`src/rtl/bist_pattern_consts.vh`:
```
// constants for the power-delivery phy self-test pattern unit
`ifndef BIST_PATTERN_CONSTS_VH
`define BIST_PATTERN_CONSTS_VH

// ----------------------------------------------------------------
// timing
// ----------------------------------------------------------------
`define CLK_PERIOD_NS   20
`define BIT_PERIOD_NS   3333
`define BIT_DIV_CYCLES  (`BIT_PERIOD_NS / `CLK_PERIOD_NS)

// ----------------------------------------------------------------
// pseudo-random sequence and frame layout
// ----------------------------------------------------------------
`define PRBS_SEED       8'hFF
`define PRE_LAST        10'h03F
`define SOP_PATTERN     20'h8E318
`define SOP_LAST        10'h013
`define PAY_LAST        10'h3FF
`define MIN_FRAMES      16
`define MIN_FRAMES_DEF  16'h1196
`define ERR_MAX         16'hFFFF

// ----------------------------------------------------------------
// test modes
// ----------------------------------------------------------------
`define MODE_RX         3'h0
`define MODE_TX         3'h1
`define MODE_EYE        3'h2
`define MODE_CARR0      3'h3
`define MODE_CARR1      3'h4
`define MODE_CARR2      3'h5
`define MODE_CARR3      3'h6
`define MASK_BMC_REQ    8'h20
`define MASK_FSK_REQ    8'h65
`define MODE_MASK_DEF   8'h7F

`endif

```
`src/rtl/pd_phy_bist_pattern_unit.v`:
```
// self-test pattern generator, test frame builder and bit-error checker
// How it works
// - generator and checker use 8-stage register with x^8+x^6+x^5+x^4+1.
// - all eight stages are loaded with one before use.
// - the all-ones load happens when the test-mode request arrives.
// - frame is raw preamble, 4b5b start ordered set, 1024 raw payload bits.
// - generator state carries across frames as one unbroken stream.
// - frames are fixed length; only hard reset is recognised, ending test mode.
// - transmitter sends at least the confidence count of frames.
// - transmitter ends the frame sequence by issuing hard reset.
// - unit under test keeps a running bit-error count while receiving.
// - carrier mode 0 sends zeros until test mode ends.
// - carrier mode 1 sends ones until test mode ends.
// - carrier mode 2 alternates one and zero every bit.
// - carrier mode 3 repeats sixteen ones then sixteen zeros.
// - eye pattern sends the pseudo-random stream with no frame boundaries.
// - mode support follows the signaling schemes the device supports.
`include "bist_pattern_consts.vh"
`timescale 1ns/1ps
`default_nettype none

module pd_phy_bist_pattern_unit #(
	parameter [15:0] MIN_TEST_FRAME_COUNT = `MIN_FRAMES_DEF,
	parameter [7:0]  MODE_MASK            = `MODE_MASK_DEF,
	parameter        SUPPORT_BMC          = 1,
	parameter        SUPPORT_FSK          = 0,
	parameter [15:0] BIT_DIV              = `BIT_DIV_CYCLES
) (
	// clock and reset
	input  wire        CLK_SYS,
	input  wire        RST,
	// test-mode control
	input  wire        TEST_REQ,
	input  wire [2:0]  TEST_MODE,
	input  wire        HARD_RESET_DET,
	// receive bit stream from the phy
	input  wire        RX_BIT,
	input  wire        RX_BIT_STB,
	input  wire        RX_PAYLOAD,
	// transmit bit stream to the phy
	output reg         TX_BIT,
	output reg         TX_EN,
	output reg         HARD_RESET_SEND,
	// status
	output reg         TEST_ACTIVE,
	output reg  [2:0]  ACTIVE_MODE,
	output reg  [15:0] FRAME_COUNT,
	output reg         CONFIDENCE_MET,
	output reg  [15:0] SELFTEST_ERROR_TALLY
);

	// ----------------------------------------------------------------
	// states
	// ----------------------------------------------------------------
	localparam [2:0] ST_IDLE = 3'h0;
	localparam [2:0] ST_PRE  = 3'h1;
	localparam [2:0] ST_SOP  = 3'h2;
	localparam [2:0] ST_PAY  = 3'h3;
	localparam [2:0] ST_CONT = 3'h4;
	localparam [2:0] ST_RECV = 3'h5;
	localparam [2:0] ST_HRST = 3'h6;

	// modes the signaling scheme makes mandatory are always accepted
	localparam [7:0] REQ_MASK = (SUPPORT_BMC ? `MASK_BMC_REQ : 8'h00) |
		(SUPPORT_FSK ? `MASK_FSK_REQ : 8'h00);
	localparam [7:0] OK_MASK = MODE_MASK | REQ_MASK;
	localparam [19:0] SOP_WORD = `SOP_PATTERN;

	// ----------------------------------------------------------------
	// sequence step
	// ----------------------------------------------------------------
	function [7:0] prbs_next;
		input [7:0] s;
		begin
			prbs_next = {s[6:0], s[7] ^ s[5] ^ s[4] ^ s[3]};
		end
	endfunction

	// ----------------------------------------------------------------
	// frame goal
	// ----------------------------------------------------------------
	function goal_hit;
		input [15:0] cnt;
		begin
			goal_hit = (cnt + 16'h0001 >= MIN_TEST_FRAME_COUNT);
		end
	endfunction

	reg  [2:0]  state_q;
	reg  [2:0]  state_d;
	reg  [2:0]  mode_q;
	reg  [7:0]  gen_q;
	reg  [7:0]  gen_d;
	reg  [7:0]  chk_q;
	reg  [9:0]  idx_q;
	reg  [9:0]  idx_d;
	reg  [4:0]  run_q;
	reg  [4:0]  run_d;
	reg         alt_q;
	reg         alt_d;
	reg  [15:0] div_q;
	reg         tick_q;
	reg         tx_bit_d;
	reg         tx_en_d;
	reg         frame_done;
	wire        mode_ok;
	wire        start;
	wire        hrst_go;

	// unsupported modes are refused with no sign at the ports
	assign mode_ok = OK_MASK[TEST_MODE];
	assign start   = TEST_REQ && mode_ok && !TEST_ACTIVE;
	assign hrst_go = (state_q == ST_HRST) && tick_q;

	// ----------------------------------------------------------------
	// bit-rate divider
	// ----------------------------------------------------------------
	// restarts at entry so the first bit gets a full period
	always @(posedge CLK_SYS) begin
		if (RST || start) begin
			div_q  <= 16'h0000;
			tick_q <= 1'b0;
		end else if (div_q == BIT_DIV - 16'h0001) begin
			div_q  <= 16'h0000;
			tick_q <= 1'b1;
		end else begin
			div_q  <= div_q + 16'h0001;
			tick_q <= 1'b0;
		end
	end

	// ----------------------------------------------------------------
	// transmit sequencing
	// ----------------------------------------------------------------
	always @* begin
		state_d    = state_q;
		gen_d      = gen_q;
		idx_d      = idx_q;
		run_d      = run_q;
		alt_d      = alt_q;
		tx_bit_d   = TX_BIT;
		tx_en_d    = TX_EN;
		frame_done = 1'b0;
		case (state_q)
			ST_IDLE: begin
				tx_en_d  = 1'b0;
				tx_bit_d = 1'b0;
			end
			ST_PRE: if (tick_q) begin
				tx_en_d  = 1'b1;
				tx_bit_d = idx_q[0];
				idx_d    = idx_q + 10'h001;
				if (idx_q == `PRE_LAST) begin
					state_d = ST_SOP;
					idx_d   = 10'h000;
				end
			end
			ST_SOP: if (tick_q) begin
				tx_bit_d = SOP_WORD[idx_q[4:0]];
				idx_d    = idx_q + 10'h001;
				if (idx_q == `SOP_LAST) begin
					state_d = ST_PAY;
					idx_d   = 10'h000;
				end
			end
			ST_PAY: if (tick_q) begin
				tx_bit_d = gen_q[7];
				gen_d    = prbs_next(gen_q);
				idx_d    = idx_q + 10'h001;
				if (idx_q == `PAY_LAST) begin
					frame_done = 1'b1;
					idx_d      = 10'h000;
					if (goal_hit(FRAME_COUNT))
						state_d = ST_HRST;
					else
						state_d = ST_PRE;
				end
			end
			ST_CONT: if (tick_q) begin
				tx_en_d = 1'b1;
				case (mode_q)
					`MODE_CARR0: tx_bit_d = 1'b0;
					`MODE_CARR1: tx_bit_d = 1'b1;
					`MODE_CARR2: begin
						tx_bit_d = alt_q;
						alt_d    = ~alt_q;
					end
					`MODE_CARR3: begin
						tx_bit_d = ~run_q[4];
						run_d    = run_q + 5'h01;
					end
					`MODE_EYE: begin
						tx_bit_d = gen_q[7];
						gen_d    = prbs_next(gen_q);
					end
					default: tx_bit_d = 1'b0;
				endcase
			end
			ST_RECV: begin
				tx_en_d  = 1'b0;
				tx_bit_d = 1'b0;
			end
			ST_HRST: if (tick_q) begin
				// last payload bit keeps its full period before the line drops
				tx_en_d  = 1'b0;
				tx_bit_d = 1'b0;
				state_d  = ST_IDLE;
			end
			default: state_d = ST_IDLE;
		endcase
	end

	// ----------------------------------------------------------------
	// state, generator and status registers
	// ----------------------------------------------------------------
	always @(posedge CLK_SYS) begin
		if (RST) begin
			state_q         <= ST_IDLE;
			mode_q          <= `MODE_RX;
			gen_q           <= `PRBS_SEED;
			idx_q           <= 10'h000;
			run_q           <= 5'h00;
			alt_q           <= 1'b1;
			TX_BIT          <= 1'b0;
			TX_EN           <= 1'b0;
			HARD_RESET_SEND <= 1'b0;
			TEST_ACTIVE     <= 1'b0;
			ACTIVE_MODE     <= `MODE_RX;
			FRAME_COUNT     <= 16'h0000;
			CONFIDENCE_MET  <= 1'b0;
		end else if (TEST_ACTIVE && HARD_RESET_DET) begin
			// hard reset beats every event but RST in this block; the receive checker still takes a payload bit in that cycle
			state_q         <= ST_IDLE;
			TX_BIT          <= 1'b0;
			TX_EN           <= 1'b0;
			HARD_RESET_SEND <= 1'b0;
			TEST_ACTIVE     <= 1'b0;
		end else if (start) begin
			// both shift registers restart from all ones on every entry
			gen_q           <= `PRBS_SEED;
			idx_q           <= 10'h000;
			run_q           <= 5'h00;
			alt_q           <= 1'b1;
			mode_q          <= TEST_MODE;
			ACTIVE_MODE     <= TEST_MODE;
			TEST_ACTIVE     <= 1'b1;
			FRAME_COUNT     <= 16'h0000;
			CONFIDENCE_MET  <= 1'b0;
			HARD_RESET_SEND <= 1'b0;
			TX_BIT          <= 1'b0;
			TX_EN           <= 1'b0;
			if (TEST_MODE == `MODE_TX)
				state_q <= ST_PRE;
			else if (TEST_MODE == `MODE_RX)
				state_q <= ST_RECV;
			else
				state_q <= ST_CONT;
		end else begin
			state_q         <= state_d;
			gen_q           <= gen_d;
			idx_q           <= idx_d;
			run_q           <= run_d;
			alt_q           <= alt_d;
			TX_BIT          <= tx_bit_d;
			TX_EN           <= tx_en_d;
			HARD_RESET_SEND <= hrst_go;
			if (hrst_go)
				TEST_ACTIVE <= 1'b0;
			if (frame_done) begin
				FRAME_COUNT <= FRAME_COUNT + 16'h0001;
				if (goal_hit(FRAME_COUNT))
					CONFIDENCE_MET <= 1'b1;
			end
		end
	end

	// ----------------------------------------------------------------
	// receive checker
	// ----------------------------------------------------------------
	always @(posedge CLK_SYS) begin
		if (RST) begin
			chk_q                <= `PRBS_SEED;
			SELFTEST_ERROR_TALLY <= 16'h0000;
		end else if (start) begin
			chk_q                <= `PRBS_SEED;
			SELFTEST_ERROR_TALLY <= 16'h0000;
		end else if (state_q == ST_RECV && RX_BIT_STB && RX_PAYLOAD) begin
			// only payload bits step the checker
			chk_q <= prbs_next(chk_q);
			// saturate so a very long run never wraps back to clean
			if (RX_BIT != chk_q[7] && SELFTEST_ERROR_TALLY != `ERR_MAX)
				SELFTEST_ERROR_TALLY <= SELFTEST_ERROR_TALLY + 16'h0001;
		end
	end

endmodule

`default_nettype wire

```
`config.mk`:
```
export PLATFORM = sky130hd
export DESIGN_NAME = pd_phy_bist_pattern_unit
export DESIGN_NICKNAME = d
export VERILOG_FILES = /design/src/rtl/pd_phy_bist_pattern_unit.v
export VERILOG_INCLUDE_DIRS = /design/src /design/src/rtl
export SDC_FILE = /design/constraint.sdc
export NUM_CORES = 1
export LEC_CHECK = 0
export BUFFER_PORTS_ARGS = -buffer_cell sky130_fd_sc_hd__buf_4
export CAP_MARGIN = 25
export CORE_MARGIN = 2
export CORE_UTILIZATION = 40
export CTS_BUF_LIST = sky130_fd_sc_hd__clkbuf_4 sky130_fd_sc_hd__clkbuf_8
export CTS_CLUSTER_SIZE = 14
export DETAILED_ROUTE_END_ITERATION = 7
export GPL_TIMING_DRIVEN = 0
export PLACE_DENSITY_LB_ADDON = 0.15
export SETUP_SLACK_MARGIN = 0.02
export SLEW_MARGIN = 10
export SYNTH_ARGS = -nofsm -noshare
export SYNTH_HDL_FRONTEND = slang
export SYNTH_SLANG_ARGS = --single-unit
```
`constraint.sdc`:
```
create_clock -name CLK_SYS -period 3.2 [get_ports CLK_SYS]
set_clock_uncertainty 0.2 [all_clocks]
set_input_delay 0.16 -clock CLK_SYS [delete_from_list [all_inputs] [get_ports CLK_SYS]]
set_output_delay 0.16 -clock CLK_SYS [all_outputs]
set_load 0.02 [all_outputs]
```
==> impl_metrics.py, run 1 <==
metrics = {
    "outcome": {
        "status": "finished clean",
    },
    "timing": {
        "finalSetupViolCount": 0,
        "fmax_mhz": 336,
        "rsz0062_at_grt": "no",
        "min_period_ns": 2.98,
        "setup_tns_ns": 0,
        "setup_ws_ns": 0.221,
        "hold_violations": 0,
        "worstMarginPinSlew_ns": 0.775,
        "max_slew_margin_pct": 48.3,
        "fin_crit_sh_pct": 93.1,
        "slew_viol_final": 0,
    },
    "finish": {
        "final_cell_mix": "dfxtp_1, nor2_1, nand2_1",
        "diodes": 0,
        "final_common_cell": "dfxtp_1",
        "n_fill_cell": 1204,
        "finalNetCount": 693,
        "drive_gt1_share_pct": 13.2,
        "area_growth_pct": 17.0,
    },
    "clock_network": {
        "htree_levels": 3,
        "cts_buffers": 9,
        "root_buffer": "clkbuf_8",
        "clk_path_buf_depth": 2,
        "post_cts_buffers": 0,
        "cts_tree": "done",
        "cts.sinks": 93,
        "clk_latency_ns": 0.38,
        "clk_pin_slew_ns": 0.09,
    },
    "logic_synthesis": {
        "avgSynthCellArea_um2": 7.88,
        "synth-main-ff-cell": "dfxtp_1",
        "synth-seq-cells": 93,
        "synth_compound_area_share_pct": 16.1,
        "netlist.area_leader.share_pct": 38.6,
        "synth.distinct_cells": 63,
        "synthMuxAreaShare_pct": 1.89,
        "synth_xor_xnor_area_share_pct": 7.08,
        "syn_inst": 612,
        "syn-cell-area_um2": 4820,
        "synth-edff-count": 0,
        "yosysSeqAreaShare_pct": 38.6,
        "synthSimpleGateAreaFrac_pct": 31.9,
        "synthAdderAreaFrac_pct": 1.82,
        "synth_top_area_cell": "dfxtp_1",
        "synth_nets": 629,
        "synth_top_family_by_area": "simple AND/OR/NAND/NOR gates",
        "async_reset_ff_share_pct": 0,
        "synth_area_leaders": "dfxtp_1, nor2_1, nand2_1, a21oi_1, xor2_1",
        "yosys_warnings": 0,
    },
    "flow_run": {
        "drv_cap": 0,
    },
    "drt": {
        "drtAntennaViolNets": 0,
        "drt_pass1_iterations": 5,
        "post_drt_via_cell_ratio": 5.54,
        "drc": 0,
        "wire_per_inst_um": 14.5,
        "first_iter_violations": 320,
        "top_layer_used": "met4",
        "routed-wl-met3_um": 648,
        "met2WireLength_um": 5370,
        "met1Wirelength_um": 5850,
        "routed_wl_um": 12000,
        "via_count": 4585,
    },
    "place": {
        "hpwl_um": 8610,
        "preCtsSetupSlack_ns": -0.0955,
        "place.port_buffers": 49,
        "place.gp.congestion": 0.838,
    },
    "floorplanning": {
        "start_util_pct": 40.5,
        "ioPinCount": 50,
        "core.rowCount": 40,
        "fp.dieW_um": 114,
        "core-area_um2": 11900,
        "die_height_um": 114,
        "die-area_um2": 13000,
    },
    "power_and_ir_drop": {
        "powerDensity_nw_per_um2": 401,
        "peakVddDrop_mv": 0.235,
        "leakagePower_nw": 2.12,
    },
    "setup_path": {
        "startpoint_type": "register",
        "critPathKind": "register to register",
        "critPathArrivalTime_ns": 3.05,
        "critPathMaxFanout": 8,
        "endpoint_kind": "register",
        "worstPathRequired_ns": 3.28,
    },
    "worst_hold_path": {
        "hold_path.class": "input port to register",
    },
    "global_routing": {
        "antenna_found_initial": 0,
        "grt_max_degree": 16,
        "grt.overflow.total": 0,
        "global_route.usage.total_pct": 19.2,
        "grt_pass1_vias": 4121,
        "grt_pass1_wl_um": 20000,
    },
}
[final timing paths]
path,from,endpoint,slack [ns],cells after the start
worst max-delay path,FRAME_COUNT[0]$_SDFFE_PP0P_,state_q[0]$_SDFFE_PP0P_,0.22,9
worst min-delay path,HARD_RESET_DET,alt_q$_SDFFE_PP1P_,0.04,5
worst max register to register,FRAME_COUNT[0]$_SDFFE_PP0P_,state_q[0]$_SDFFE_PP0P_,0.22,9
worst min register to register,chk_q[6]$_SDFFE_PP1P_,chk_q[7]$_SDFFE_PP1P_,0.28,2
[Yosys cell counts, types with 2 or more instances]
cell type,instances
a2111oi_0,2
a211o_1,4
a21boi_0,2
a21oi_1,46
a21oi_2,2
a22o_1,2
a2bb2oi_2,2
a31oi_1,5
and2_0,2
and3_1,16
and4_1,3
buf_2,3
clkbuf_1,24
dfxtp_1,93
ha_1,7
inv_1,4
mux2i_1,8
nand2_1,73
nand2b_1,7
nand3_1,32
nand3b_1,4
nand4_1,14
nand4b_1,3
nor2_1,87
nor2b_1,10
nor3_1,25
nor3b_1,2
nor4_1,4
o211ai_1,2
o21ai_0,26
o21ai_1,3
o21bai_1,9
o22ai_1,2
o41ai_1,2
or2_2,2
or3_1,13
or4_1,3
or4_4,2
xnor2_1,16
xor2_1,23
[final cells by class]
type | instances | area [µm²] | share of cell area [%]
multi-input cells | 487 | 2860 | 50.6
flip-flops and latches | 93 | 1860 | 33.0
clock buffers | 12 | 153 | 2.71
clock inverters | 4 | 55.1 | 0.976
inverters | 5 | 18.8 | 0.333
well taps | 147 | 184 | 3.26
repair buffers | 53 | 408 | 7.23
plain buffers | 27 | 105 | 1.86
[per-layer routing]
metal,vias to the layer above,global-route usage [%]
met1,2147,26.4
met3,10,5.37
met5,-,0
met4,0,5.37
met2,133,29.4
li1,2295,-
[registers in the layout (all words and copies together) (netlist names), named ones only]
register              cells
CONFIDENCE_MET            1
SELFTEST_ERROR_TALLY     16
run_q                     5
mode_q                    3
FRAME_COUNT              16
TX_EN                     1
gen_q                     8
tick_q                    1
TX_BIT                    1
div_q                    16
alt_q                     1
chk_q                     8
HARD_RESET_SEND           1
state_q                   3
TEST_ACTIVE               1
idx_q                    10
[worst max-delay path, cell delays in order (launching register included)]
cell and delay [ns]:
dfxtp_1 0.49, ha_2 0.29, nand3_1 0.15, nor2_2 0.22, nand4_1 0.17, or3_1 0.36, a2111oi_2 0.43, a211o_1 0.29
nand3_1 0.09, and3_1 0.18
[report_power, final]
part | internal [mW] | total [mW] | switching [mW]
combinational | 0.0784 | 0.233 | 0.154
sequential | 1.17 | 1.19 | 0.0197
clock | 0.405 | 0.835 | 0.431
[logic make-up (layout without fill, tap and decap cells)]
logic type	after synthesis	after routing
AO/OA/AOI/OAI	121	121
XOR/XNOR	39	39
adder cells (fa/ha/maj)	7	7
buffers and inverters	32	101
flip-flops	93	93
multiplexers	9	9
AND/OR/NAND/NOR	311	311
[through the flow]
step	total power [mW]	utilization [%]	std cells	instance area, µm²	hold slack (ns)
floorplan	1.37	-	612	4820	0.0267
global placement	1.44	45.1	808	5380	0.195
detailed placement	1.45	45.1	808	5380	0.191
CTS	2.29	47.2	828	5630	0.0177
global route	2.36	47.4	828	5640	0.0584
finish	2.26	47.4	828	5640	0.0356
[repair_timing]
action,4_1_cts,5_1_grt
resized for setup,2,4
hold endpoints to repair,13,0
hold buffers,4,0
setup endpoints to repair,3,4
No activity file was read; power rests on OpenSTA's default activity.
==> run 2, diff against run 1 <==
--- a/config.mk
+++ b/config.mk
@@ -7,14 +7,14 @@
 export NUM_CORES = 1
 export LEC_CHECK = 0
 export BUFFER_PORTS_ARGS = -buffer_cell sky130_fd_sc_hd__buf_4
-export CAP_MARGIN = 25
 export CORE_MARGIN = 2
-export CORE_UTILIZATION = 40
+export CORE_UTILIZATION = 61
 export CTS_BUF_LIST = sky130_fd_sc_hd__clkbuf_4 sky130_fd_sc_hd__clkbuf_8
 export CTS_CLUSTER_SIZE = 14
 export DETAILED_ROUTE_END_ITERATION = 7
 export GPL_TIMING_DRIVEN = 0
 export PLACE_DENSITY_LB_ADDON = 0.15
+export REMOVE_ABC_BUFFERS = 1
 export SETUP_SLACK_MARGIN = 0.02
 export SLEW_MARGIN = 10
 export SYNTH_ARGS = -nofsm -noshare
==> impl_metrics.py, run 2 (same netlist as run 1, synthesis figures left out) <==
metrics = {
    "timing": {
        "fin_crit_sh_pct": 95.7,
        "rsz0062_at_grt": "yes",
        "slew_viol_final": 0,
        "max_slew_margin_pct": 44.0,
        "min_period_ns": 3.06,
        "worstMarginPinSlew_ns": 0.840,
        "setup_ws_ns": 0.138,
        "fin_worst_hold_slack_ns": 0.0187,
        "hold_violations": 0,
        "fmax_mhz": 327,
        "finalSetupViolCount": 0,
    },
    "global_routing": {
        "grt_max_degree": 43,
        "grt_pass1_wl_um": 18200,
        "grt_pass1_vias": 4083,
        "grt.overflow.total": 0,
        "global_route.usage.total_pct": 25.6,
        "antenna_found_initial": 0,
    },
    "setup_path": {
        "crit-reg2reg-launch": "FRAME_COUNT[0]$_SDFFE_PP0P_",
        "critPathKind": "register to register",
        "endpoint_kind": "register",
        "worstRegToRegCells": 9,
        "worstPathRequired_ns": 3.26,
        "cp_common_cell": "nand3_1",
        "worstReg2RegEnd": "state_q[0]$_SDFFE_PP0P_",
        "crit_chain": "ha_2 > nand3_1 > nor2_1 > nand4_1 > or3_1 > a2111oi_1 > a211o_1 > nand3_1 > and3_1",
        "critPathMaxFanout": 8,
        "critPathArrivalTime_ns": 3.12,
        "max_stage_delay_ns": 0.48,
        "slowest_stage": "dfxtp_1",
        "startpoint_type": "register",
        "regToRegSetupSlack_ns": 0.14,
        "worst-path-buf-inv": 0,
        "crit_family": "simple AND/OR/NAND/NOR gates",
    },
    "finish": {
        "diodes": 0,
        "drive_gt1_share_pct": 13.9,
        "fin_util_pct": 71.6,
        "final_cell_mix": "dfxtp_1, nor2_1, nand2_1",
        "design_area_um2": 5500,
        "top_regs": "FRAME_COUNT x16, SELFTEST_ERROR_TALLY x16, div_q x16",
        "area_growth_pct": 14.0,
        "finalNetCount": 669,
        "n_fill_cell": 653,
        "final_common_cell": "dfxtp_1",
    },
    "worst_hold_path": {
        "hold_depth": 2,
        "min_from": "RST",
        "holdPathEnd": "idx_q[2]$_SDFFE_PP0N_",
        "hold_path.class": "input port to register",
    },
    "flow_run": {
        "drv_cap": 0,
    },
    "floorplanning": {
        "die-area_um2": 8640,
        "core.rowCount": 32,
        "die_height_um": 92.9,
        "core-area_um2": 7690,
        "ioPinCount": 50,
        "fp.dieW_um": 92.9,
        "start_util_pct": 62.8,
    },
    "drt": {
        "via_count": 4513,
        "first_iter_violations": 285,
        "drt_pass1_iterations": 4,
        "routed_wl_um": 11100,
        "drc": 0,
        "drtAntennaViolNets": 0,
        "wire_per_inst_um": 14.6,
        "post_drt_via_cell_ratio": 5.95,
    },
    "clock_network": {
        "clk_path_buf_depth": 2,
        "clk_latency_ns": 0.36,
        "htree_levels": 3,
        "cts_buffers": 9,
        "clk_pin_slew_ns": 0.09,
        "cts.sinks": 93,
        "cts_tree": "done",
        "root_buffer": "clkbuf_8",
    },
    "power_and_ir_drop": {
        "combPwrFrac_pct": 9.6,
        "p_sw_mw": 0.596,
        "p_clk_share_pct": 36.3,
        "peakVddDrop_mv": 0.285,
        "leakagePower_nw": 2.08,
        "swShare_pct": 26.9,
        "p_int_mw": 1.62,
        "power_mw": 2.22,
        "pwr-share-seq_pct": 54.1,
        "powerDensity_nw_per_um2": 403,
    },
    "place": {
        "place.port_buffers": 49,
        "placed_area_um2": 5230,
        "preCtsSetupSlack_ns": -0.0412,
        "hpwl_um": 7580,
        "place.gp.congestion": 0.873,
    },
    "outcome": {
        "status": "finished clean",
    },
}
## run 2: cell types whose count changed in the layout (fill, tap and decap cells not counted), moves of 2 or more
cell and delta:
clkbuf_1 -24, buf_4 +2, nor2_2 +2, buf_2 -3
## run 2: cell type report
type                       instances  area, µm²  share of cell area, %
tap                              102        128                   2.32
sequential                        93       1860                   33.8
timing repair buffer              56        434                   7.89
multi-input combinational        487       2860                   51.9
clock buffer                      10        131                   2.39
clock inverter                     6       71.3                   1.30
inverter                           5       18.8                  0.341
## run 2: repair_timing
action | CTS | global route
pin swaps | 1 | 0
endpoints found under the setup margin | 5 | 11
buffers inserted | 2 | 0
resized for setup | 1 | 4
hold endpoints to repair | 4 | 0
hold buffers | 4 | 0
## run 2: how the worst max path moves through the flow
stage | from | endpoint | slack, ns | cells after the start
6_report | FRAME_COUNT[0]$_SDFFE_PP0P_ | state_q[0]$_SDFFE_PP0P_ | 0.14 | 9
4_1_cts | FRAME_COUNT[0]$_SDFFE_PP0P_ | state_q[0]$_SDFFE_PP0P_ | 0.09 | 9
3_5_place_dp | state_q[0]$_SDFFE_PP0P_ | SELFTEST_ERROR_TALLY[10]$_SDFFE_PP0P_ | -0.04 | 8
5_1_grt | FRAME_COUNT[0]$_SDFFE_PP0P_ | state_q[1]$_SDFFE_PP0P_ | -0.02 | 9
3_3_place_gp | TEST_ACTIVE$_SDFFE_PP0P_ | idx_q[7]$_SDFFE_PP0N_ | -0.36 | 6
2_1_floorplan | TEST_ACTIVE$_SDFFE_PP0P_ | idx_q[7]$_SDFFE_PP0N_ | 0.22 | 6
## run 2: power groups by stage
stage	clock, mW	combinational (mW)	sequential [mW]
after floorplan	0	0.130	1.23
after global placement	0	0.198	1.23
after detailed placement	0	0.207	1.23
after CTS	0.811	0.212	1.20
after global routing	0.857	0.237	1.20
final	0.805	0.214	1.20
## run 2: routing by layer
layer / track usage [%] / wire length (µm)
met1: 33.6 / 5080
met2: 42.1 / 5310
met3: 3.34 / 490
met4: 11.0 / 198
met5: 0 / 0
## run 2: through the flow
stage / TNS (ns) / cells
finish: 0 / 759
global route: -0.0172 / 759
CTS: 0 / 759
detailed placement: -0.101 / 737
global placement: -0.986 / 736
floorplan: 0 / 585
## run 2: worst register-to-register path, delay by kind of cell, from the launching register on
family                   cells  cell delay [ns]
AND/OR/NAND/NOR              6             1.25
adder cells (fa/ha/maj)      1             0.30
flip-flops                   1             0.48
AO/OA/AOI/OAI                2             0.73
==> run 3, diff against run 2 <==
--- a/config.mk
+++ b/config.mk
@@ -14,6 +14,7 @@
 export DETAILED_ROUTE_END_ITERATION = 7
 export GPL_TIMING_DRIVEN = 0
 export PLACE_DENSITY_LB_ADDON = 0.15
+export RECOVER_POWER = 25
 export REMOVE_ABC_BUFFERS = 1
 export SETUP_SLACK_MARGIN = 0.02
 export SLEW_MARGIN = 10
==> impl_metrics.py, run 3 (same netlist as run 1, synthesis figures left out) <==
metrics = {
    "power_and_ir_drop": {
        "p_clk_share_pct": 36.3,
        "pwr-share-seq_pct": 54.2,
        "powerDensity_nw_per_um2": 411,
        "leakagePower_nw": 1.94,
        "peakVddDrop_mv": 0.288,
        "swShare_pct": 26.9,
        "p_int_mw": 1.62,
        "p_sw_mw": 0.595,
        "combPwrFrac_pct": 9.4,
    },
    "setup_path": {
        "worstPathRequired_ns": 3.26,
        "worstReg2RegEnd": "state_q[0]$_SDFFE_PP0P_",
        "crit-reg2reg-launch": "FRAME_COUNT[0]$_SDFFE_PP0P_",
        "critPathMaxFanout": 8,
        "startpoint_type": "register",
        "critPathKind": "register to register",
        "worstRegToRegCells": 9,
        "max_stage_delay_ns": 0.48,
        "cp_common_cell": "nand3_1",
        "critPathArrivalTime_ns": 3.12,
        "crit_chain": "ha_2 > nand3_1 > nor2_1 > nand4_1 > or3_1 > a2111oi_1 > a211o_1 > nand3_1 > and3_1",
        "setup.worst_path.end": "state_q[0]$_SDFFE_PP0P_",
        "worstSetupStartpoint": "FRAME_COUNT[0]$_SDFFE_PP0P_",
        "regToRegSetupSlack_ns": 0.14,
        "slowest_stage": "dfxtp_1",
        "endpoint_kind": "register",
    },
    "floorplanning": {
        "die_height_um": 92.9,
        "fp.dieW_um": 92.9,
        "core-area_um2": 7690,
        "die-area_um2": 8640,
        "core.rowCount": 32,
        "ioPinCount": 50,
        "start_util_pct": 62.8,
    },
    "outcome": {
        "status": "finished clean",
    },
    "clock_network": {
        "cts_tree": "done",
        "root_buffer": "clkbuf_8",
        "htree_levels": 3,
        "cts.sinks": 93,
        "cts_buffers": 9,
        "clk_pin_slew_ns": 0.09,
        "clk_latency_ns": 0.36,
        "clk_path_buf_depth": 2,
    },
    "global_routing": {
        "global_route.usage.total_pct": 25.6,
        "grt.overflow.total": 0,
        "antenna_found_initial": 0,
        "grt_pass1_wl_um": 18200,
        "grt_pass1_vias": 4083,
        "grt_max_degree": 43,
    },
    "drt": {
        "routed-wl-met3_um": 516,
        "via_count": 4504,
        "drtAntennaViolNets": 0,
        "routed_wl_um": 11000,
        "first_iter_violations": 318,
        "met1Wirelength_um": 5070,
        "drc": 0,
        "post_drt_via_cell_ratio": 5.93,
        "met2WireLength_um": 5250,
        "wire_per_inst_um": 14.5,
        "drt_pass1_iterations": 5,
        "top_layer_used": "met4",
    },
    "finish": {
        "diodes": 0,
        "final_cell_mix": "dfxtp_1, nor2_1, nand2_1",
        "final_common_cell": "dfxtp_1",
        "area_growth_pct": 11.5,
        "design_area_um2": 5380,
        "n_fill_cell": 681,
        "drive_gt1_share_pct": 8.83,
        "finalNetCount": 669,
        "top_regs": "FRAME_COUNT x16, SELFTEST_ERROR_TALLY x16, div_q x16",
    },
    "place": {
        "place.port_buffers": 49,
        "hpwl_um": 7580,
        "place.gp.congestion": 0.873,
        "placed_area_um2": 5230,
        "preCtsSetupSlack_ns": -0.0412,
    },
    "timing": {
        "rsz0062_at_grt": "yes",
        "fmax_mhz": 327,
        "finalSetupViolCount": 0,
        "slew_viol_final": 0,
        "hold_violations": 0,
        "fin_crit_sh_pct": 95.6,
        "worstMarginPinSlew_ns": 0.838,
        "max_slew_margin_pct": 44.1,
        "setup_ws_ns": 0.140,
        "min_period_ns": 3.06,
    },
    "worst_hold_path": {
        "hold_path.class": "input port to register",
        "min_from": "RST",
    },
    "flow_run": {
        "drv_cap": 0,
    },
}
run 3: changes by cell type in the layout (fill, tap and decap cells not counted), sizes merged:
cell    delta
clkbuf    +33
buf       -33
run 3: timing repair:
item | 4_1_cts | 5_1_grt
pin swaps | 1 | 0
hold buffers | 4 | 0
resized for setup | 1 | 4
hold endpoints to repair | 4 | 0
setup endpoints to repair | 5 | 11
buffers inserted | 2 | 0
run 3: final cells by class:
type                       instances  area (µm²)  area share, %
sequential                        93        1860           34.6
multi-input combinational        487        2860           53.1
inverter                           5        18.8          0.349
tap                              102         128           2.37
timing repair buffer              56         310           5.77
clock buffer                      10         131           2.44
clock inverter                     6        71.3           1.33
run 3: worst min path at each step:
stage	end	slack, ns	cells past startpoint
CTS	idx_q[2]$_SDFFE_PP0N_	0.02	2
detailed placement	gen_q[0]$_SDFFE_PP1P_	0.26	1
finish	idx_q[2]$_SDFFE_PP0N_	0.02	2
global route	idx_q[6]$_SDFFE_PP0N_	0.05	2
floorplan	idx_q[1]$_SDFFE_PP0N_	0.03	1
global placement	gen_q[0]$_SDFFE_PP1P_	0.25	1
run 3: critical path: cells and delay by family, from the launching register on:
| kind | cells | cell delay, ns |
|---|---|---|
| and+or+nand+nor | 6 | 1.25 |
| AOI/OAI and AO/OA | 2 | 0.74 |
| DFF | 1 | 0.48 |
| adders and majority gates | 1 | 0.30 |
run 3: per-layer routing:
metal,global-route usage (%),vias up
met5,0,-
li1,-,2259
met1,33.6,2113
met3,3.34,17
met2,42.1,115
met4,11.0,0
run 3: power groups by stage:
stage	registers, mW	clock network [mW]	logic, mW
floorplan	1.23	0	0.130
global placement	1.23	0	0.198
detailed placement	1.23	0	0.207
CTS	1.20	0.811	0.212
global route	1.20	0.857	0.232
finish	1.20	0.804	0.209
run 3: stage by stage:
step	total power [mW]	TNS (ns)	std cells	hold slack, ns	utilization (%)
floorplan	1.36	0	585	0.0267	-
global placement	1.42	-0.986	736	0.245	67.8
detailed placement	1.43	-0.101	737	0.263	68.0
CTS	2.22	0	759	0.0182	71.5
global route	2.29	-0.0151	759	0.0505	70.0
finish	2.21	0	759	0.0180	70.0
